<file path="config.mk">
export PLATFORM = sky130hd
export DESIGN_NAME = iosc_sel
export DESIGN_NICKNAME = d
export VERILOG_FILES = /design/src/core/iosc_pkg.sv /design/src/core/iosc_nco.sv /design/src/core/iosc_sel.sv
export SDC_FILE = /design/constraint.sdc
export NUM_CORES = 1
export LEC_CHECK = 0
export ABC_CLOCK_PERIOD_IN_PS = 7600
export BUFFER_PORTS_ARGS = -buffer_cell sky130_fd_sc_hd__buf_2
export CAP_MARGIN = 20
export CORE_ASPECT_RATIO = 0.6
export CORE_MARGIN = 2
export CORE_UTILIZATION = 47
export DETAILED_ROUTE_END_ITERATION = 12
export GPL_ROUTABILITY_DRIVEN = 0
export MAX_ROUTING_LAYER = met4
export SETUP_SLACK_MARGIN = 0.02
export SLEW_MARGIN = 30
export SYNTH_ARGS = -nofsm -noshare
export SYNTH_HDL_FRONTEND = slang
export SYNTH_HIERARCHICAL = 1
export SYNTH_SLANG_ARGS = --single-unit
</file>
<file path="constraint.sdc">
create_clock -name clk_sys -period 7.6 [get_ports clk_sys]
set_clock_uncertainty 0.1 [all_clocks]
set_input_delay 0.38 -clock clk_sys [delete_from_list [all_inputs] [get_ports clk_sys]]
set_output_delay 0.38 -clock clk_sys [all_outputs]
set_load 0.005 [all_outputs]
</file>
<file path="src/core/iosc_pkg.sv">
/*
  iosc_pkg: shared constants for the internal oscillator source select block.
  holds register offsets, field positions, reset values, timing counts and
  oscillator model increments. assumes a 100 MHz system clock.
*/
package iosc_pkg;

  // system clock
  localparam int SYS_HZ = 100000000;
  localparam int CLK_PERIOD_NS = 10;

  // register byte offsets, one aligned 32-bit word each
  localparam int AXI_AW = 4;
  localparam logic [AXI_AW-1:0] REG_CTRL = 4'h0;
  localparam logic [AXI_AW-1:0] REG_TUNE = 4'h4;
  localparam logic [AXI_AW-1:0] REG_STAT = 4'h8;
  localparam logic [AXI_AW-1:0] REG_CFG = 4'hc;

  // control register fields
  localparam int CTRL_SCS_LSB = 0;
  localparam int CTRL_FREQ_LSB = 3;
  localparam logic [1:0] SCS_RST = 2'h0;
  localparam logic [3:0] FREQ_RST = 4'h7;

  // tuning register field
  localparam int TUNE_W = 6;
  localparam logic [TUNE_W-1:0] TUNE_RST = 6'h00;
  localparam int TUNE_SHIFT = 7;

  // status register bit positions
  localparam int STAT_HF_READY = 0;
  localparam int STAT_HF_LOCKED = 1;
  localparam int STAT_HF_STABLE = 2;
  localparam int STAT_MF_READY = 3;
  localparam int STAT_LF_READY = 4;
  localparam int STAT_INT_ACTIVE = 5;

  // config readback bit positions
  localparam int CFG_SEL_LSB = 0;
  localparam int CFG_CLKOUT_N = 3;

  // selection codes
  localparam logic [2:0] CFG_INTERNAL = 3'h4;
  localparam logic [1:0] SCS_FROM_CFG = 2'h0;

  // postscaler
  localparam int PS_W = 8;

  // oscillator model: phase accumulator increments
  localparam int ACC_W = 24;
  localparam longint HF_HZ = 16000000;
  localparam longint MF_HZ = 500000;
  localparam longint LF_HZ = 31000;
  localparam logic [ACC_W-1:0] INC_HF = ACC_W'((HF_HZ << ACC_W) / SYS_HZ);
  localparam logic [ACC_W-1:0] INC_MF = ACC_W'((MF_HZ << ACC_W) / SYS_HZ);
  localparam logic [ACC_W-1:0] INC_LF = ACC_W'((LF_HZ << ACC_W) / SYS_HZ);

  // startup times, least times rounded up to whole cycles
  localparam int CNT_W = 10;
  localparam int LF_READY_NS = 1000;
  localparam int MF_READY_NS = 2000;
  localparam int HF_READY_NS = 4000;
  localparam int HF_LOCK_NS = 6000;
  localparam int HF_STABLE_NS = 9000;
  localparam logic [CNT_W-1:0] LF_READY_CYC = CNT_W'((LF_READY_NS + CLK_PERIOD_NS - 1) / CLK_PERIOD_NS);
  localparam logic [CNT_W-1:0] MF_READY_CYC = CNT_W'((MF_READY_NS + CLK_PERIOD_NS - 1) / CLK_PERIOD_NS);
  localparam logic [CNT_W-1:0] HF_READY_CYC = CNT_W'((HF_READY_NS + CLK_PERIOD_NS - 1) / CLK_PERIOD_NS);
  localparam logic [CNT_W-1:0] HF_LOCK_CYC = CNT_W'((HF_LOCK_NS + CLK_PERIOD_NS - 1) / CLK_PERIOD_NS);
  localparam logic [CNT_W-1:0] HF_STABLE_CYC = CNT_W'((HF_STABLE_NS + CLK_PERIOD_NS - 1) / CLK_PERIOD_NS);

  // the three internal sources
  typedef enum logic [1:0] {IOSC_SRC_LF, IOSC_SRC_MF, IOSC_SRC_HF} iosc_src_t;

endpackage : iosc_pkg

</file>
<file path="src/core/iosc_nco.sv">
/*
  iosc_nco: phase accumulator standing in for one oscillator.
  emits a one-cycle tick at the modelled rate while run is high.
  assumes clk_sys, synchronous active-low reset and a global clock enable.
*/
`timescale 1ns/1ps
module iosc_nco #(
  parameter int ACC_W = 24
) (
  // clock and reset
  input wire logic clk_sys,
  input wire logic rst_n,
  input wire logic ce,
  // control
  input wire logic run,
  input wire logic [ACC_W-1:0] inc,
  // output
  output logic tick
);

  logic [ACC_W-1:0] acc_ff; // phase
  logic [ACC_W-1:0] nxt_acc;
  logic tick_ff; // overflow pulse
  logic nxt_tick;
  logic [ACC_W:0] sum; // carry out marks a period

  // accumulate, restart from zero when stopped
  always_comb begin
    sum = {1'b0, acc_ff} + {1'b0, inc};
    if (run) begin
      nxt_acc = sum[ACC_W-1:0];
      nxt_tick = sum[ACC_W];
    end else begin
      nxt_acc = '0;
      nxt_tick = 1'b0;
    end
  end

  // registers
  always_ff @(posedge clk_sys) begin
    if (!rst_n) begin
      acc_ff <= '0;
      tick_ff <= 1'b0;
    end else if (ce) begin
      acc_ff <= nxt_acc;
      tick_ff <= nxt_tick;
    end
  end

  assign tick = tick_ff;

endmodule : iosc_nco

</file>
<file path="src/core/iosc_sel.sv">
/*
  iosc_sel: internal oscillator source select with axi4-lite registers.
  models three internal sources, a postscaler/mux, status flags and the
  function of the two oscillator pins. assumes one clock, clk_sys, a
  synchronous active-low reset and a global clock enable.
  // Contract
  // - config internal code selects internal clock at reset
  // - source field 1x switches to internal block
  // - internal mode frees oscillator input pin
  // - output pin gpio or clock, by active-low bit
  // - two oscillators plus loop, three sources
  // - high source 16 MHz from 500 kHz
  // - low source 31 kHz, untrimmed
  // - tuning register trims high and medium sources
  // - frequency field picks high-source derived frequency
  // - frequency field picks medium-source derived frequency
  // - high source enabled on matching select
  // - medium source enabled on matching select
  // - high ready flag while running
  // - high locked flag within 2 percent
  // - high stable flag within 0.5 percent
  // - medium ready flag while running
*/
// Chosen here: the address map and register access over AXI4-Lite.
`timescale 1ns/1ps
module iosc_sel (
  // clock, reset, enable
  input wire logic clk_sys,
  input wire logic rst_n,
  input wire logic ce,
  // configuration straps, caught while in reset
  input wire logic [2:0] cfg_osc_select,
  input wire logic clock_output_enable_n,
  // axi4-lite write address
  input wire logic [iosc_pkg::AXI_AW-1:0] s_awaddr,
  input wire logic s_awvalid,
  output logic s_awready,
  // axi4-lite write data
  input wire logic [31:0] s_wdata,
  input wire logic [3:0] s_wstrb,
  input wire logic s_wvalid,
  output logic s_wready,
  // axi4-lite write response
  output logic [1:0] s_bresp,
  output logic s_bvalid,
  input wire logic s_bready,
  // axi4-lite read address
  input wire logic [iosc_pkg::AXI_AW-1:0] s_araddr,
  input wire logic s_arvalid,
  output logic s_arready,
  // axi4-lite read data
  output logic [31:0] s_rdata,
  output logic [1:0] s_rresp,
  output logic s_rvalid,
  input wire logic s_rready,
  // system clock enable tick and status
  output logic sys_clk_tick,
  output logic internal_oscillator_mode,
  // oscillator pins
  output logic osc_input_pin_release,
  output logic osc_output_pin_o,
  output logic osc_output_pin_oe,
  output logic osc_output_pin_release
);
  import iosc_pkg::*;

  // source decode of the frequency field
  function automatic iosc_src_t freq_src(input logic [3:0] f);
    if (f < 4'h2) return IOSC_SRC_LF;
    else if (f < 4'h7) return IOSC_SRC_MF;
    else return IOSC_SRC_HF;
  endfunction : freq_src

  // postscaler divide, as a power of two
  function automatic logic [3:0] freq_div(input logic [3:0] f);
    if (f < 4'h2) return 4'h0;
    else if (f < 4'h7) return 4'h6 - f;
    else return 4'hf - f;
  endfunction : freq_div

  // trimmed increment, about 0.8 percent per step
  function automatic logic [ACC_W-1:0] tuned_inc(input logic [ACC_W-1:0] base, input logic [TUNE_W-1:0] trim);
    logic signed [ACC_W+7:0] step;
    logic signed [ACC_W+7:0] sum;
    step = $signed({8'h00, base >> TUNE_SHIFT}) * $signed({{(ACC_W+8-TUNE_W){trim[TUNE_W-1]}}, trim});
    sum = $signed({8'h00, base}) + step;
    return sum[ACC_W-1:0];
  endfunction : tuned_inc

  // straps
  logic [2:0] cfg_sel_ff;
  logic [2:0] nxt_cfg_sel;
  logic clkout_n_ff;
  logic nxt_clkout_n;
  // software registers
  logic [1:0] scs_ff; // source select field
  logic [1:0] nxt_scs;
  logic [3:0] freq_ff; // frequency select field
  logic [3:0] nxt_freq;
  logic [TUNE_W-1:0] tune_ff;
  logic [TUNE_W-1:0] nxt_tune;
  logic tune_wr; // restarts the loop
  // axi write side
  logic aw_hold_ff, w_hold_ff, awready_ff, wready_ff, bvalid_ff;
  logic nxt_aw_hold, nxt_w_hold, nxt_awready, nxt_wready, nxt_bvalid;
  logic [AXI_AW-1:0] awaddr_ff, nxt_awaddr, wr_addr;
  logic [31:0] wdata_ff, nxt_wdata, wr_data;
  logic [3:0] wstrb_ff, nxt_wstrb, wr_strb;
  logic [1:0] bresp_ff, nxt_bresp;
  logic aw_take, w_take, wr_fire;
  // axi read side
  logic arready_ff, rvalid_ff, nxt_arready, nxt_rvalid;
  logic [31:0] rdata_ff, nxt_rdata;
  logic [1:0] rresp_ff, nxt_rresp;
  logic ar_take;
  // oscillator status
  logic [CNT_W-1:0] hf_cnt_ff, mf_cnt_ff, lf_cnt_ff;
  logic [CNT_W-1:0] nxt_hf_cnt, nxt_mf_cnt, nxt_lf_cnt;
  logic hf_ready_ff, hf_locked_ff, hf_stable_ff, mf_ready_ff, lf_ready_ff;
  logic nxt_hf_ready, nxt_hf_locked, nxt_hf_stable, nxt_mf_ready, nxt_lf_ready;
  logic int_active, hf_en, mf_en, lf_en;
  iosc_src_t src;
  logic hf_tick, mf_tick, lf_tick, src_tick;
  // postscaler and outputs
  logic [PS_W-1:0] ps_cnt_ff, nxt_ps_cnt;
  logic [3:0] ps_freq_ff, nxt_ps_freq;
  logic tick_ff, nxt_tick, clkout_ff, nxt_clkout;
  logic int_mode_ff, nxt_int_mode, oe_ff, nxt_oe;

  // source selection, a pure decode of the registers
  always_comb begin
    int_active = scs_ff[1] || (scs_ff == SCS_FROM_CFG && cfg_sel_ff == CFG_INTERNAL);
    src = freq_src(freq_ff);
    hf_en = int_active && src == IOSC_SRC_HF;
    mf_en = int_active && src != IOSC_SRC_LF;
    lf_en = int_active && src == IOSC_SRC_LF;
  end

  // straps follow their pins while reset holds, then freeze
  always_comb begin
    nxt_cfg_sel = cfg_sel_ff;
    nxt_clkout_n = clkout_n_ff;
  end

  always_ff @(posedge clk_sys) begin
    if (!rst_n) begin
      cfg_sel_ff <= cfg_osc_select;
      clkout_n_ff <= clock_output_enable_n;
    end else if (ce) begin
      cfg_sel_ff <= nxt_cfg_sel;
      clkout_n_ff <= nxt_clkout_n;
    end
  end

  // axi write: address and data taken in either order
  always_comb begin
    aw_take = s_awvalid && awready_ff;
    w_take = s_wvalid && wready_ff;
    wr_addr = aw_take ? s_awaddr : awaddr_ff;
    wr_data = w_take ? s_wdata : wdata_ff;
    wr_strb = w_take ? s_wstrb : wstrb_ff;
    wr_fire = (aw_hold_ff || aw_take) && (w_hold_ff || w_take);
    nxt_awaddr = aw_take ? s_awaddr : awaddr_ff;
    nxt_wdata = w_take ? s_wdata : wdata_ff;
    nxt_wstrb = w_take ? s_wstrb : wstrb_ff;
    nxt_aw_hold = (aw_hold_ff || aw_take) && !wr_fire;
    nxt_w_hold = (w_hold_ff || w_take) && !wr_fire;
    nxt_bvalid = wr_fire || (bvalid_ff && !s_bready);
    nxt_bresp = bresp_ff;
    nxt_scs = scs_ff;
    nxt_freq = freq_ff;
    nxt_tune = tune_ff;
    tune_wr = 1'b0;
    if (wr_fire) begin
      nxt_bresp = 2'h0;
      unique case (wr_addr)
        REG_CTRL: begin
          if (wr_strb[0]) begin
            nxt_scs = wr_data[CTRL_SCS_LSB +: 2];
            nxt_freq = wr_data[CTRL_FREQ_LSB +: 4];
          end
        end
        REG_TUNE: begin
          if (wr_strb[0]) begin
            nxt_tune = wr_data[TUNE_W-1:0];
            tune_wr = 1'b1;
          end
        end
        REG_STAT, REG_CFG: ; // read-only, write ignored
        default: nxt_bresp = 2'h2; // unmapped
      endcase
    end
    // one write at a time: no new beat while a response waits
    nxt_awready = !nxt_aw_hold && !nxt_bvalid;
    nxt_wready = !nxt_w_hold && !nxt_bvalid;
  end

  always_ff @(posedge clk_sys) begin
    if (!rst_n) begin
      aw_hold_ff <= 1'b0;
      w_hold_ff <= 1'b0;
      awready_ff <= 1'b1;
      wready_ff <= 1'b1;
      bvalid_ff <= 1'b0;
      bresp_ff <= 2'h0;
      awaddr_ff <= '0;
      wdata_ff <= '0;
      wstrb_ff <= '0;
      scs_ff <= SCS_RST;
      freq_ff <= FREQ_RST;
      tune_ff <= TUNE_RST;
    end else if (ce) begin
      aw_hold_ff <= nxt_aw_hold;
      w_hold_ff <= nxt_w_hold;
      awready_ff <= nxt_awready;
      wready_ff <= nxt_wready;
      bvalid_ff <= nxt_bvalid;
      bresp_ff <= nxt_bresp;
      awaddr_ff <= nxt_awaddr;
      wdata_ff <= nxt_wdata;
      wstrb_ff <= nxt_wstrb;
      scs_ff <= nxt_scs;
      freq_ff <= nxt_freq;
      tune_ff <= nxt_tune;
    end
  end

  // axi read: answer one cycle after the address is taken
  always_comb begin
    ar_take = s_arvalid && arready_ff;
    nxt_rvalid = ar_take || (rvalid_ff && !s_rready);
    nxt_rdata = rdata_ff;
    nxt_rresp = rresp_ff;
    if (ar_take) begin
      nxt_rdata = 32'h0000_0000;
      nxt_rresp = 2'h0;
      unique case (s_araddr)
        REG_CTRL: begin
          nxt_rdata[CTRL_SCS_LSB +: 2] = scs_ff;
          nxt_rdata[CTRL_FREQ_LSB +: 4] = freq_ff;
        end
        REG_TUNE: nxt_rdata[TUNE_W-1:0] = tune_ff;
        REG_STAT: begin
          nxt_rdata[STAT_HF_READY] = hf_ready_ff;
          nxt_rdata[STAT_HF_LOCKED] = hf_locked_ff;
          nxt_rdata[STAT_HF_STABLE] = hf_stable_ff;
          nxt_rdata[STAT_MF_READY] = mf_ready_ff;
          nxt_rdata[STAT_LF_READY] = lf_ready_ff;
          nxt_rdata[STAT_INT_ACTIVE] = int_mode_ff;
        end
        REG_CFG: begin
          nxt_rdata[CFG_SEL_LSB +: 3] = cfg_sel_ff;
          nxt_rdata[CFG_CLKOUT_N] = clkout_n_ff;
        end
        default: nxt_rresp = 2'h2; // unmapped reads zero with slverr
      endcase
    end
    nxt_arready = !nxt_rvalid;
  end

  always_ff @(posedge clk_sys) begin
    if (!rst_n) begin
      arready_ff <= 1'b1;
      rvalid_ff <= 1'b0;
      rdata_ff <= 32'h0000_0000;
      rresp_ff <= 2'h0;
    end else if (ce) begin
      arready_ff <= nxt_arready;
      rvalid_ff <= nxt_rvalid;
      rdata_ff <= nxt_rdata;
      rresp_ff <= nxt_rresp;
    end
  end

  // the three sources; the low one has no trim input
  iosc_nco #(.ACC_W(ACC_W)) u_mf (
    .clk_sys(clk_sys), .rst_n(rst_n), .ce(ce),
    .run(mf_en), .inc(tuned_inc(INC_MF, tune_ff)), .tick(mf_tick)
  );
  iosc_nco #(.ACC_W(ACC_W)) u_hf (
    .clk_sys(clk_sys), .rst_n(rst_n), .ce(ce),
    .run(hf_en && mf_ready_ff), .inc(tuned_inc(INC_HF, tune_ff)), .tick(hf_tick)
  );
  iosc_nco #(.ACC_W(ACC_W)) u_lf (
    .clk_sys(clk_sys), .rst_n(rst_n), .ce(ce),
    .run(lf_en), .inc(INC_LF), .tick(lf_tick)
  );

  // startup timers; the loop only starts once its reference is ready
  always_comb begin
    nxt_mf_cnt = (mf_en && mf_cnt_ff != MF_READY_CYC) ? mf_cnt_ff + 1'b1 : (mf_en ? mf_cnt_ff : '0);
    nxt_lf_cnt = (lf_en && lf_cnt_ff != LF_READY_CYC) ? lf_cnt_ff + 1'b1 : (lf_en ? lf_cnt_ff : '0);
    // a trim change throws the loop out of lock and restarts it
    if (!hf_en || !mf_ready_ff || tune_wr) begin
      nxt_hf_cnt = '0;
    end else if (hf_cnt_ff != HF_STABLE_CYC) begin
      nxt_hf_cnt = hf_cnt_ff + 1'b1;
    end else begin
      nxt_hf_cnt = hf_cnt_ff;
    end
    nxt_mf_ready = mf_en && nxt_mf_cnt == MF_READY_CYC;
    nxt_lf_ready = lf_en && nxt_lf_cnt == LF_READY_CYC;
    nxt_hf_ready = nxt_hf_cnt >= HF_READY_CYC;
    nxt_hf_locked = nxt_hf_cnt >= HF_LOCK_CYC;
    nxt_hf_stable = nxt_hf_cnt >= HF_STABLE_CYC;
  end

  always_ff @(posedge clk_sys) begin
    if (!rst_n) begin
      hf_cnt_ff <= '0;
      mf_cnt_ff <= '0;
      lf_cnt_ff <= '0;
      hf_ready_ff <= 1'b0;
      hf_locked_ff <= 1'b0;
      hf_stable_ff <= 1'b0;
      mf_ready_ff <= 1'b0;
      lf_ready_ff <= 1'b0;
    end else if (ce) begin
      hf_cnt_ff <= nxt_hf_cnt;
      mf_cnt_ff <= nxt_mf_cnt;
      lf_cnt_ff <= nxt_lf_cnt;
      hf_ready_ff <= nxt_hf_ready;
      hf_locked_ff <= nxt_hf_locked;
      hf_stable_ff <= nxt_hf_stable;
      mf_ready_ff <= nxt_mf_ready;
      lf_ready_ff <= nxt_lf_ready;
    end
  end

  // postscaler and mux; ticks from a source not yet ready are dropped
  always_comb begin
    src_tick = 1'b0;
    unique case (src)
      IOSC_SRC_HF: src_tick = hf_tick && hf_ready_ff;
      IOSC_SRC_MF: src_tick = mf_tick && mf_ready_ff;
      IOSC_SRC_LF: src_tick = lf_tick && lf_ready_ff;
    endcase
    nxt_ps_freq = freq_ff;
    nxt_tick = 1'b0;
    nxt_ps_cnt = ps_cnt_ff;
    if (freq_ff != ps_freq_ff || !int_active) begin
      nxt_ps_cnt = '0; // restart the divider on any reselect
    end else if (src_tick) begin
      if (ps_cnt_ff == PS_W'((1 << freq_div(freq_ff)) - 1)) begin
        nxt_ps_cnt = '0;
        nxt_tick = 1'b1;
      end else begin
        nxt_ps_cnt = ps_cnt_ff + 1'b1;
      end
    end
    nxt_clkout = nxt_tick ? !clkout_ff : clkout_ff;
    nxt_int_mode = int_active;
    nxt_oe = int_active && !clkout_n_ff;
  end

  always_ff @(posedge clk_sys) begin
    if (!rst_n) begin
      ps_cnt_ff <= '0;
      ps_freq_ff <= FREQ_RST;
      tick_ff <= 1'b0;
      clkout_ff <= 1'b0;
      int_mode_ff <= 1'b0;
      oe_ff <= 1'b0;
    end else if (ce) begin
      ps_cnt_ff <= nxt_ps_cnt;
      ps_freq_ff <= nxt_ps_freq;
      tick_ff <= nxt_tick;
      clkout_ff <= nxt_clkout;
      int_mode_ff <= nxt_int_mode;
      oe_ff <= nxt_oe;
    end
  end

  // outputs straight from flops, except osc_output_pin_release, an AND of two
  assign s_awready = awready_ff;
  assign s_wready = wready_ff;
  assign s_bvalid = bvalid_ff;
  assign s_bresp = bresp_ff;
  assign s_arready = arready_ff;
  assign s_rvalid = rvalid_ff;
  assign s_rdata = rdata_ff;
  assign s_rresp = rresp_ff;
  assign sys_clk_tick = tick_ff;
  assign internal_oscillator_mode = int_mode_ff;
  assign osc_input_pin_release = int_mode_ff;
  assign osc_output_pin_o = clkout_ff;
  assign osc_output_pin_oe = oe_ff;
  assign osc_output_pin_release = int_mode_ff && !oe_ff;

endmodule : iosc_sel

</file>
# Yosys cells after proc, flatten, opt, wreduce, memory -nomap -nowiden
# Index checks and enable logic that the tools add are counted.
# word_totals
regBits,172
output_inout_bits,47
elab_cells,171
# classes
n_addsub,12
multipliers,2
n_lt_le_gt_ge,5
eq_ne,16
n_shift,1
muxes,38
n_reduce_logical,59
# op_table
op,count
24-bit two-way mux,3
10-bit two-way mux,6
24-bit by 24-bit adder with 25-bit output,2
"10-bit by 1-bit adder with 10-bit output, second input constant",3
"24-bit by 13-bit adder with 25-bit output, second input constant",1
"23-bit by 22-bit adder with 24-bit output, first input constant",1
1-bit logical AND,24
8-bit two-way mux,3
"16-bit by 6-bit multiplier with 22-bit output, first input constant",1
"10-bit >= comparator, second input constant",2
4-bit two-way mux,5
"18-bit by 17-bit adder with 19-bit output, first input constant",1
"11-bit by 6-bit multiplier with 17-bit output, first input constant",1
"4-bit equality test, second input constant",4
1-bit zero test,13
1-bit two-way mux,11
"10-bit by 7-bit equality test with 1-bit output, second input constant",1
"10-bit by 8-bit equality test with 1-bit output, second input constant",1
"10-bit by 9-bit >= comparator with 1-bit output, second input constant",1
"10-bit != test, second input constant",1
"10-bit by 7-bit != test with 1-bit output, second input constant",1
"10-bit by 8-bit != test with 1-bit output, second input constant",1
"8-bit by 1-bit adder with 8-bit output, second input constant",1
"4-bit by 3-bit equality test with 1-bit output, second input constant",2
other kinds (24),43

# Depth between registers and ports, before layout
# Gate-level depths: netlist of the first run.
# depth
ltp_word,14
mapped_depth,26
ltp_nobuf,25

# Modules after synthesis
# Netlist of the first run, hierarchy kept.
# modules_own_cells
module,instances,cells_per_inst,area_each_um2
iosc_sel,1,1036,8189.1
iosc_nco at u_lf ...,2,246,1990.7
iosc_nco at u_hf,1,252,2039.5

# Worst setup path before layout of the first run
# OpenSTA, ideal clock, no wires.
# synth_path
path_type,flip-flop to flip-flop
startpoint,register tune_ff[2]
endpoint,register u_mf.acc_ff[23]
setup_time_ns,0.120
t_arrival_ns,5.749
t_required_ns,7.380
setup_slack_ns,1.632
stages_incl_launch_ff,24
path_cell_list,dfxtp_1 -> inv_1 -> ha_1 -> inv_1 -> ha_1 -> fa_1 -> fa_1 -> ha_1 -> a21o_1 -> a21oi_1 -> o21bai_1 -> a2111oi_0 -> nor2_1 -> a21o_1 -> a21oi_1 -> xnor2_1 -> ha_1 -> a211o_1 -> o211ai_1 -> a21oi_1 -> and2_1 -> a2111oi_0 -> o21ai_1 -> a211o_1
# synth_via
elab_chain_len,4
# synth_lines
element,line_no,rtl
"start, declared",iosc_sel.sv:100,logic [TUNE_W-1:0] tune_ff;
"start signal, assigned",iosc_sel.sv:224,tune_ff <= nxt_tune;
11-bit by 6-bit multiplier with 17-bit output,iosc_sel.sv:85,"step = $signed({8'h00, base >> TUNE_SHIFT}) * $signed({{(ACC_W+8-TUNE_W){trim[TUNE_W-1]}}, trim});"
18-bit by 17-bit adder with 19-bit output,iosc_sel.sv:86,"sum = $signed({8'h00, base}) + step;"
24-bit by 24-bit adder with 25-bit output,iosc_nco.sv:29,"sum = {1'b0, acc_ff} + {1'b0, inc};"
24-bit two-way mux,iosc_nco.sv:30,if (run) begin
"end signal, assigned",iosc_nco.sv:45,acc_ff <= nxt_acc;
"end, declared",iosc_nco.sv:21,logic [ACC_W-1:0] acc_ff;
# Every way passes these cells.
# A chain may end at the register's enable or synchronous reset.

# Worst setup path in the final report of the first run
# layout_path
startpoint,register tune_ff[3]
endpoint,register u_mf.acc_ff[23]
# The elaborated chain is that of the path after synthesis.

==> results of run 1 <==
[worst paths after layout]
| path | from | slack [ns] | endpoint | cells past startpoint |
|---|---|---|---|---|
| worst min register to register | u_hf/acc_ff[23]$_SDFFE_PN0P_ | 0.35 | u_hf/acc_ff[23]$_SDFFE_PN0P_ | 2 |
| worst max register to register | tune_ff[3]$_SDFFE_PN0P_ | 0.93 | u_mf/acc_ff[23]$_SDFFE_PN0P_ | 23 |
| worst min-delay path | s_awaddr[3] | 0.07 | awaddr_ff[3]$_SDFFE_PN0P_ | 3 |
| worst max-delay path | tune_ff[3]$_SDFFE_PN0P_ | 0.93 | u_mf/acc_ff[23]$_SDFFE_PN0P_ | 23 |
[state kept, by name (all words and copies together) (netlist names), 2 cells and up]
register     flops
s_rdata          7
awaddr_ff        4
ps_freq_ff       4
hf_cnt_ff       10
ps_cnt_ff        8
tune_ff          6
freq_ff          4
lf_cnt_ff       10
cfg_sel_ff       3
scs_ff           2
u_lf/acc_ff     24
u_mf/acc_ff     24
mf_cnt_ff       10
u_hf/acc_ff     24
wdata_ff         7
[area by class of cell]
type | instances | area (um^2) | area share [%]
multi-input cells | 1460 | 10100 | 65.8
flip-flops and latches | 170 | 3440 | 22.4
well taps | 408 | 510 | 3.32
clock buffers | 18 | 439 | 2.86
inverters | 112 | 420 | 2.74
repair buffers | 58 | 330 | 2.15
clock inverters | 14 | 111 | 0.725
[stage by stage]
| stage | utilization (%) | area [um^2] |
|---|---|---|
| 2_1_floorplan | - | 14400 |
| 3_3_place_gp | 49.4 | 14800 |
| 3_5_place_dp | 49.5 | 14800 |
| 4_1_cts | 51.4 | 15400 |
| 5_1_grt | 51.5 | 15400 |
| 6_report | 51.5 | 15400 |
[routing by layer]
layer / up-vias / track usage (%)
met5: - / -
met4: 0 / 5.06
met3: 24 / 2.92
met2: 291 / 30.7
met1: 5874 / 36.2
li1: 6376 / -
[logic make-up after synthesis]
| logic type | Yosys count |
|---|---|
| AOI/OAI and AO/OA | 515 |
| xor gates and xnor gates | 111 |
| adders and majority gates | 187 |
| buffers and inverters | 201 |
| DFF | 170 |
| muxes | 30 |
| other | 2 |
| and+or+nand+nor | 564 |
[cells in the final DEF, fill, tap and decap left out, types with 17 or more instances in the layout]
cell type / n
nand2_1: 191
dfxtp_1: 166
ha_1: 160
a21oi_1: 142
nor2_1: 116
inv_1: 110
o21ai_0: 99
xnor2_1: 63
conb_1: 53
nand3_1: 51
a21o_1: 49
xor2_1: 48
buf_2: 46
and2_1: 29
nor3_1: 28
a211oi_1: 27
fa_1: 27
and3_1: 26
o22ai_1: 25
nand2b_1: 24
mux2i_1: 21
a31oi_1: 21
o21ai_1: 20
clkbuf_16: 17
[worst max-delay path, stage by stage, from the launching register on]
cell       delay [ns]
dfxtp_1          0.59
inv_1            0.19
ha_1             0.35
inv_1            0.08
ha_1             0.32
fa_1             0.47
fa_1             0.56
ha_1             0.33
a21o_1           0.16
a21oi_1          0.20
o21bai_1         0.11
a2111oi_0        0.54
nor2_1           0.15
a21o_1           0.21
a21oi_1          0.17
xnor2_1          0.10
ha_1             0.40
a211o_1          0.29
o211ai_1         0.11
a21oi_1          0.12
and2_1           0.18
a2111oi_0        0.45
o21ai_1          0.14
a211o_1          0.26
[report_power, final]
part	internal, mW	switching, mW	total (mW)
combinational	0.0808	0.138	0.219
sequential	0.905	0.00974	0.915
clock	0.433	0.418	0.851
==> results.json, run 1 <==
{
  "status": "completed",
  "rsz0062_at_grt": "false",
  "drv_slew": 0,
  "hp-class": "primary input to flop",
  "drc": 0,
  "fin_cells": 2240,
  "cp_data_arrival_time_ns": 6.92,
  "grt_overflow_total": 0,
  "place_inst": 2204,
  "nets": 2062,
  "leakagePower_nw": 6.89,
  "wl_per_cell_um": 15.8,
  "post-route-period-util_pct": 87.7,
  "synthAdderAreaFrac_pct": 17.9,
  "numCtsBuffers": 17,
  "path_clk_slew_ns": 0.07,
  "ys_seq_area_share_pct": 24.2,
  "power_density_nw_per_um2": 129,
  "synth-simple-area-share_pct": 19.2,
  "dp_hpwl_mm": 26.9,
  "timing.final.crit_period_ns": 6.67,
  "critPathLaunchType": "flop",
  "synthCells": 1780,
  "via_count": 12600,
  "synth.distinct_cells": 82,
  "grt_max_degree": 76,
  "synth_most_common_cell": "nand2_1",
  "synth_xor_area_share_pct": 6.84,
  "cp_data_required_time_ns": 7.85,
  "worst_hold_slack_ns": 0.0717,
  "rows": 49,
  "max_freq_mhz": 150,
  "groute.usage.overall_pct": 23.1,
  "route.layer.met1.wl_mm": 19.5,
  "cts_resized": 0,
  "placement.io_buffers": 47,
  "max-slew-margin-rel_pct": 43.2,
  "place_ws_ns": 0.985,
  "drv_cap": 0,
  "critical_path_class": "flop to flop",
  "wl_mm": 35.4,
  "synth_top_family_by_area": "compound AO/OA/AOI/OAI gates",
  "cp-end-kind": "flop",
  "wl_met2_mm": 14.0,
  "yosys_warnings": 6,
  "power_mw": 1.98,
  "holdBufCountCts": 4,
  "die_h_um": 139,
  "antenna_found_initial": 0,
  "hold_violations": 0,
  "postSynthAreaPerCell_um2": 7.98,
  "synth-main-ff-cell": "dfxtp_1",
  "clockRootBuffer": "clkbuf_16",
  "synth.top_cells.by_area": "dfxtp_1, ha_1, nand2_1",
  "drive_above_1_share_pct": 6.88,
  "coreArea_um2": 29900,
  "drt_iter0_drc": 1004,
  "ir_drop_mv": 0.160,
  "start_util_pct": 47.6,
  "highest-signal-layer": "met4",
  "critPathMaxFanout": 8,
  "ys_seq_elements": 170,
  "netlist.area_leader.share_pct": 23.4,
  "diodes": 0,
  "wl_met3_mm": 1.60,
  "ioPinCount": 103,
  "synthMuxAreaShare_pct": 2.43,
  "final_antenna_net_count": 0,
  "synth-compound-area-share_pct": 23.2,
  "grt_pass1_wl_mm": 58.2,
  "post-cts-setup-buffer-count": 0,
  "first_pass_iters": 5,
  "tns_ns": 0,
  "syn-cell-area_um2": 14200,
  "setup_violations": 0,
  "yosys.area.top_type": "dfxtp_1",
  "die_area_um2": 31700,
  "die_w_um": 228,
  "worst_slack_ns": 0.933,
  "grt_pass1_vias": 11000,
  "syn_to_final_growth_pct": 8.12,
  "cts_sinks": 170,
  "viasPerCell": 5.61,
  "async_flop_share_pct": 0,
  "clk_latency_ns": 0.46,
  "tightestPinTransition_ns": 0.852,
  "fillerInstances": 2906,
  "clk_path_buf_depth": 2,
  "synth_common_cells": "nand2_1, dfxtp_1, ha_1",
  "tritoncts": "done",
  "synth_edf_count": 4,
  "htreeDepth": 4
}
(Power assumes the default switching activity.)
==> inputs of run 2 (changes only) <==
Settings changed: PLACE_DENSITY set to 0.76, REMOVE_ABC_BUFFERS set to 1.
==> run 2 against run 1 <==
Via count increased by 3.2%; critical path depth unchanged; core utilization increased by 0.19 points.
==> results.json, run 2 (synthesis results as in run 1) <==
{
  "status": "completed",
  "placed_area_um2": 14800,
  "die_w_um": 228,
  "max-slew-margin-rel_pct": 37.6,
  "setup_violations": 0,
  "nets": 2063,
  "grt_pass1_vias": 12000,
  "rsz0062_at_grt": "false",
  "holdBufCountCts": 3,
  "seq_area_um2": 3440,
  "drive_above_1_share_pct": 6.93,
  "wl_per_cell_um": 16.1,
  "wl_mm": 36.2,
  "numCtsBuffers": 17,
  "cp-end-kind": "flop",
  "critical_path_class": "flop to flop",
  "clockRootBuffer": "clkbuf_16",
  "reg_top3": "u_hf/acc_ff (24), u_lf/acc_ff (24), u_mf/acc_ff (24)",
  "cts_sinks": 170,
  "tightestPinTransition_ns": 0.936,
  "mostFrequentLayoutCell": "nand2_1",
  "crit_path_cell_trace": "inv_1, ha_1, inv_1, ha_1, fa_1, fa_1, ha_1, a21o_1, a21oi_1, o21bai_1, a2111oi_0, nor2_1, a21o_1, a21oi_1, xnor2_1, ha_1, a211o_1, o211ai_1, a21oi_1, and2_1, a2111oi_0, o21ai_1, a211o_1",
  "coreArea_um2": 29900,
  "grt_overflow_total": 0,
  "via_count": 13000,
  "drc": 0,
  "cp_data_required_time_ns": 7.84,
  "tritoncts": "done",
  "cpMostUsedCell": "ha_1",
  "cts_resized": 0,
  "grt_pass1_wl_mm": 59.8,
  "critPathLaunchType": "flop",
  "groute.usage.overall_pct": 23.5,
  "hp-class": "primary input to flop",
  "syn_to_final_growth_pct": 8.52,
  "r2r-start": "tune_ff[3]$_SDFFE_PN0P_",
  "final_cell_area_um2": 15400,
  "post-cts-setup-buffer-count": 0,
  "ir_drop_mv": 0.140,
  "drv_cap": 0,
  "reg2reg_depth": 23,
  "cp_slowest_stage_delay_ns": 0.62,
  "die_h_um": 139,
  "reg2reg_slack_ns": 0.82,
  "crit_slowest_cell": "dfxtp_1",
  "critPathMaxFanout": 8,
  "cp_data_arrival_time_ns": 7.02,
  "r2r-end": "u_mf/acc_ff[23]$_SDFFE_PN0P_",
  "start_util_pct": 47.6,
  "fillerInstances": 2797,
  "drt_iter0_drc": 1152,
  "grt_max_degree": 77,
  "critPathBufInv": 2,
  "final_antenna_net_count": 0,
  "hold_violations": 0,
  "placement.io_buffers": 47,
  "multiInputGateArea_um2": 10100,
  "power_mw": 2.04,
  "clk_path_buf_depth": 2,
  "final_core_util_pct": 51.6,
  "die_area_um2": 31700,
  "antenna_found_initial": 1,
  "leakagePower_nw": 6.92,
  "cpLargestDelayFamily": "compound AO/OA/AOI/OAI gates",
  "timing.final.crit_period_ns": 6.78,
  "viasPerCell": 5.78,
  "rows": 49,
  "max_freq_mhz": 148,
  "dp_hpwl_mm": 26.9,
  "first_pass_iters": 5,
  "ioPinCount": 103,
  "crit_end": "u_mf/acc_ff[23]$_SDFFE_PN0P_",
  "crit_path_start": "tune_ff[3]$_SDFFE_PN0P_",
  "htreeDepth": 4,
  "mostFrequentLayoutCells": "nand2_1, dfxtp_1, ha_1, a21oi_1, nor2_1",
  "drv_slew": 0,
  "tns_ns": 0,
  "crit_cells": 23,
  "clk_latency_ns": 0.46,
  "power_density_nw_per_um2": 132,
  "path_clk_slew_ns": 0.08,
  "post-route-period-util_pct": 89.2
}
[run 2: cell types whose count changed in the layout (fill, tap and decap cells not counted), moves of 2 or more]
cell      before  now
clkinv_8       0    3
inv_8          1    3
clkinv_2       3    1
buf_4          8   10
[run 2: cell type report]
cell class,count,share of cell area [%]
inverters,112,2.73
clock inverters,15,1.15
clock buffers,17,2.76
diodes,1,0.0162
repair buffers,59,2.17
multi-input cells,1460,65.5
well taps,408,3.31
flip-flops and latches,170,22.3
[run 2: how the worst min path moves through the flow]
stage | startpoint | end | slack [ns] | cells past startpoint
6_report | clock_output_enable_n | clkout_n_ff$_DFFE_PN_ | 0.04 | 1
5_1_grt | clock_output_enable_n | clkout_n_ff$_DFFE_PN_ | 0.02 | 1
4_1_cts | clock_output_enable_n | clkout_n_ff$_DFFE_PN_ | 0.02 | 1
3_5_place_dp | wdata_ff[3]$_SDFFE_PN0P_ | wdata_ff[3]$_SDFFE_PN0P_ | 0.34 | 2
3_3_place_gp | wdata_ff[0]$_SDFFE_PN0P_ | wdata_ff[0]$_SDFFE_PN0P_ | 0.34 | 2
2_1_floorplan | u_hf/acc_ff[10]$_SDFFE_PN0P_ | u_hf/acc_ff[10]$_SDFFE_PN0P_ | 0.33 | 2
[run 2: per-stage QoR]
step | instances | setup WS [ns] | hold WS [ns]
after floorplan | 1742 | 1.64 | 0.329
after global routing | 2242 | 0.453 | 0.0235
after CTS | 2241 | 0.896 | 0.0196
after global placement | 2206 | 1.01 | 0.338
final | 2242 | 0.823 | 0.0395
after detailed placement | 2206 | 0.962 | 0.343
[run 2: routing by layer]
| layer | global-route usage (%) | vias up | wire, um |
|---|---|---|---|
| li1 | - | 6387 | - |
| met1 | 33.8 | 6070 | 18100 |
| met2 | 33.1 | 465 | 14800 |
| met3 | 4.30 | 43 | 2510 |
| met4 | 7.67 | 0 | 750 |
| met5 | - | - | 0 |
[run 2: where the power goes]
group          internal [mW]  switching (mW)  total (mW)  leakage (nW)
Sequential             0.905          0.0104       0.916          1.38
Combinational         0.0809           0.139       0.220          5.24
Clock                  0.470           0.433       0.903         0.293
==> inputs of run 3 (changes only) <==
Settings changed: CTS_CLUSTER_DIAMETER set to 30, GPL_TIMING_DRIVEN set to 0.
==> run 3 against run 2 <==
Clock-buffer cell count unchanged; register-to-register slack got worse by 0.35 ns; critical endpoint unchanged; power down 1.1%; final cell count decreased by 0.36%; wire length is 1.3% lower; sequential share of layout area increased by 0.069 points; critical path type unchanged; critical path depth rose by 1; final area down 0.31%.
==> results.json, run 3 (synthesis results as in run 1) <==
{
  "tns_ns": 0,
  "drv_slew": 0,
  "ioPinCount": 103,
  "rsz0062_at_grt": "false",
  "power_mw": 2.02,
  "antenna_found_initial": 1,
  "wl_mm": 35.7,
  "drv_cap": 0,
  "hp-class": "primary input to flop",
  "cp-end-kind": "flop",
  "groute.usage.overall_pct": 23.0,
  "htreeDepth": 4,
  "tritoncts": "done",
  "cts_sinks": 170,
  "syn_to_final_growth_pct": 8.19,
  "die_h_um": 139,
  "critPathLaunchType": "flop",
  "cp_data_required_time_ns": 7.89,
  "drc": 0,
  "numCtsBuffers": 17,
  "via_count": 12900,
  "wl_per_cell_um": 16.0,
  "path_clk_slew_ns": 0.07,
  "hold_violations": 0,
  "placement.io_buffers": 47,
  "worst_slack_ns": 0.476,
  "ir_drop_mv": 0.135,
  "die_area_um2": 31700,
  "critPathMaxFanout": 10,
  "reg_top3": "u_hf/acc_ff (24), u_lf/acc_ff (24), u_mf/acc_ff (24)",
  "drive_above_1_share_pct": 6.63,
  "mostFrequentLayoutCell": "nand2_1",
  "grt_pass1_vias": 11800,
  "die_w_um": 228,
  "nets": 2055,
  "max_freq_mhz": 140,
  "worst_hold_slack_ns": 0.0442,
  "viasPerCell": 5.79,
  "grt-busiest-layer": "met1",
  "grtUsageMet1_pct": 33.8,
  "post-route-period-util_pct": 93.7,
  "gr-usage-met3_pct": 4.34,
  "dp_hpwl_mm": 26.7,
  "tightestPinTransition_ns": 0.858,
  "start_util_pct": 47.6,
  "final_antenna_net_count": 0,
  "grt_overflow_total": 0,
  "status": "completed",
  "grt_max_degree": 77,
  "clk_path_buf_depth": 2,
  "first_pass_iters": 8,
  "timing.final.crit_period_ns": 7.12,
  "critical_path_class": "flop to flop",
  "max-slew-margin-rel_pct": 42.8,
  "use_met2_pct": 31.8,
  "post-cts-setup-buffer-count": 0,
  "mostFrequentLayoutCells": "nand2_1, dfxtp_1, ha_1, a21oi_1, nor2_1",
  "fillerInstances": 2806,
  "setup_violations": 0,
  "clockRootBuffer": "clkbuf_16",
  "power_density_nw_per_um2": 131,
  "grt_pass1_wl_mm": 58.8,
  "leakagePower_nw": 6.88,
  "drt_iter0_drc": 1183,
  "clk_latency_ns": 0.45,
  "coreArea_um2": 29900,
  "place_ws_ns": 0.636,
  "cp_data_arrival_time_ns": 7.42,
  "rows": 49
}
[run 3: cell count changes in the layout (fill, tap and decap cells not counted), moves of 2 or more]
cell and change:
nor2b_2 +2, clkinv_8 -2, buf_4 -9, clkinv_2 +2
nor2b_1 -2
[run 3: report_power, final]
part / total (mW) / internal, mW / switching, mW
logic: 0.217 / 0.0802 / 0.136
clock network: 0.884 / 0.464 / 0.420
registers: 0.916 / 0.905 / 0.0110
[run 3: what timing repair did]
item | CTS | global route
endpoints found under the hold margin | 3 | 0
hold buffers | 3 | 0
resized for setup | 0 | 1
setup endpoints to repair | 0 | 1
[run 3: path summary, 6_finish.rpt]
path                            slack (ns)                    startpoint                            to  cells past startpoint
worst min register to register        0.35  u_mf/acc_ff[15]$_SDFFE_PN0P_  u_mf/acc_ff[15]$_SDFFE_PN0P_                      2
worst max-delay path                  0.48       tune_ff[2]$_SDFFE_PN0P_  u_mf/acc_ff[23]$_SDFFE_PN0P_                     24
worst max register to register        0.48       tune_ff[2]$_SDFFE_PN0P_  u_mf/acc_ff[23]$_SDFFE_PN0P_                     24
worst min-delay path                  0.04         clock_output_enable_n         clkout_n_ff$_DFFE_PN_                      1
[run 3: critical path: stages, from the launching register on]
cell and delay (ns):
dfxtp_1 0.62, inv_1 0.21, ha_1 0.47, inv_1 0.14, ha_1 0.31, fa_1 0.47
fa_1 0.63, ha_1 0.25, a21o_1 0.16, a21oi_1 0.23, o21bai_1 0.12, a2111oi_1 0.51
o21ai_0 0.18, a31oi_1 0.32, o21ai_0 0.22, xnor2_1 0.30, ha_1 0.36, o21a_1 0.13
nor2_1 0.08, a21oi_1 0.06, and2_1 0.18, a2111oi_0 0.48, o21ai_1 0.16, nor4_1 0.23
a211o_1 0.14
[run 3: routing by layer]
layer	vias to the layer above	part of all wire, %	wire [um]
li1	6364	-	-
met3	45	7.6	2710
met2	457	41	14800
met5	-	0	0
met1	6064	49	17500
met4	0	1.8	636
[run 3: through the flow]
stage,utilization (%),instances,area (um^2)
finish,51.5,2234,15400
global route,51.5,2234,15400
CTS,51.5,2233,15400
detailed placement,49.4,2198,14800
global placement,49.2,2197,14700
floorplan,-,1742,14000
[run 3: layout make-up]
cell class / instances / area, um^2 / area share (%)
well taps: 408 / 510 / 3.32
repair buffers: 51 / 302 / 1.96
multi-input cells: 1460 / 10100 / 65.8
inverters: 112 / 423 / 2.75
clock buffers: 17 / 425 / 2.77
diodes: 1 / 2.50 / 0.0163
clock inverters: 15 / 155 / 1.01
flip-flops and latches: 170 / 3440 / 22.4
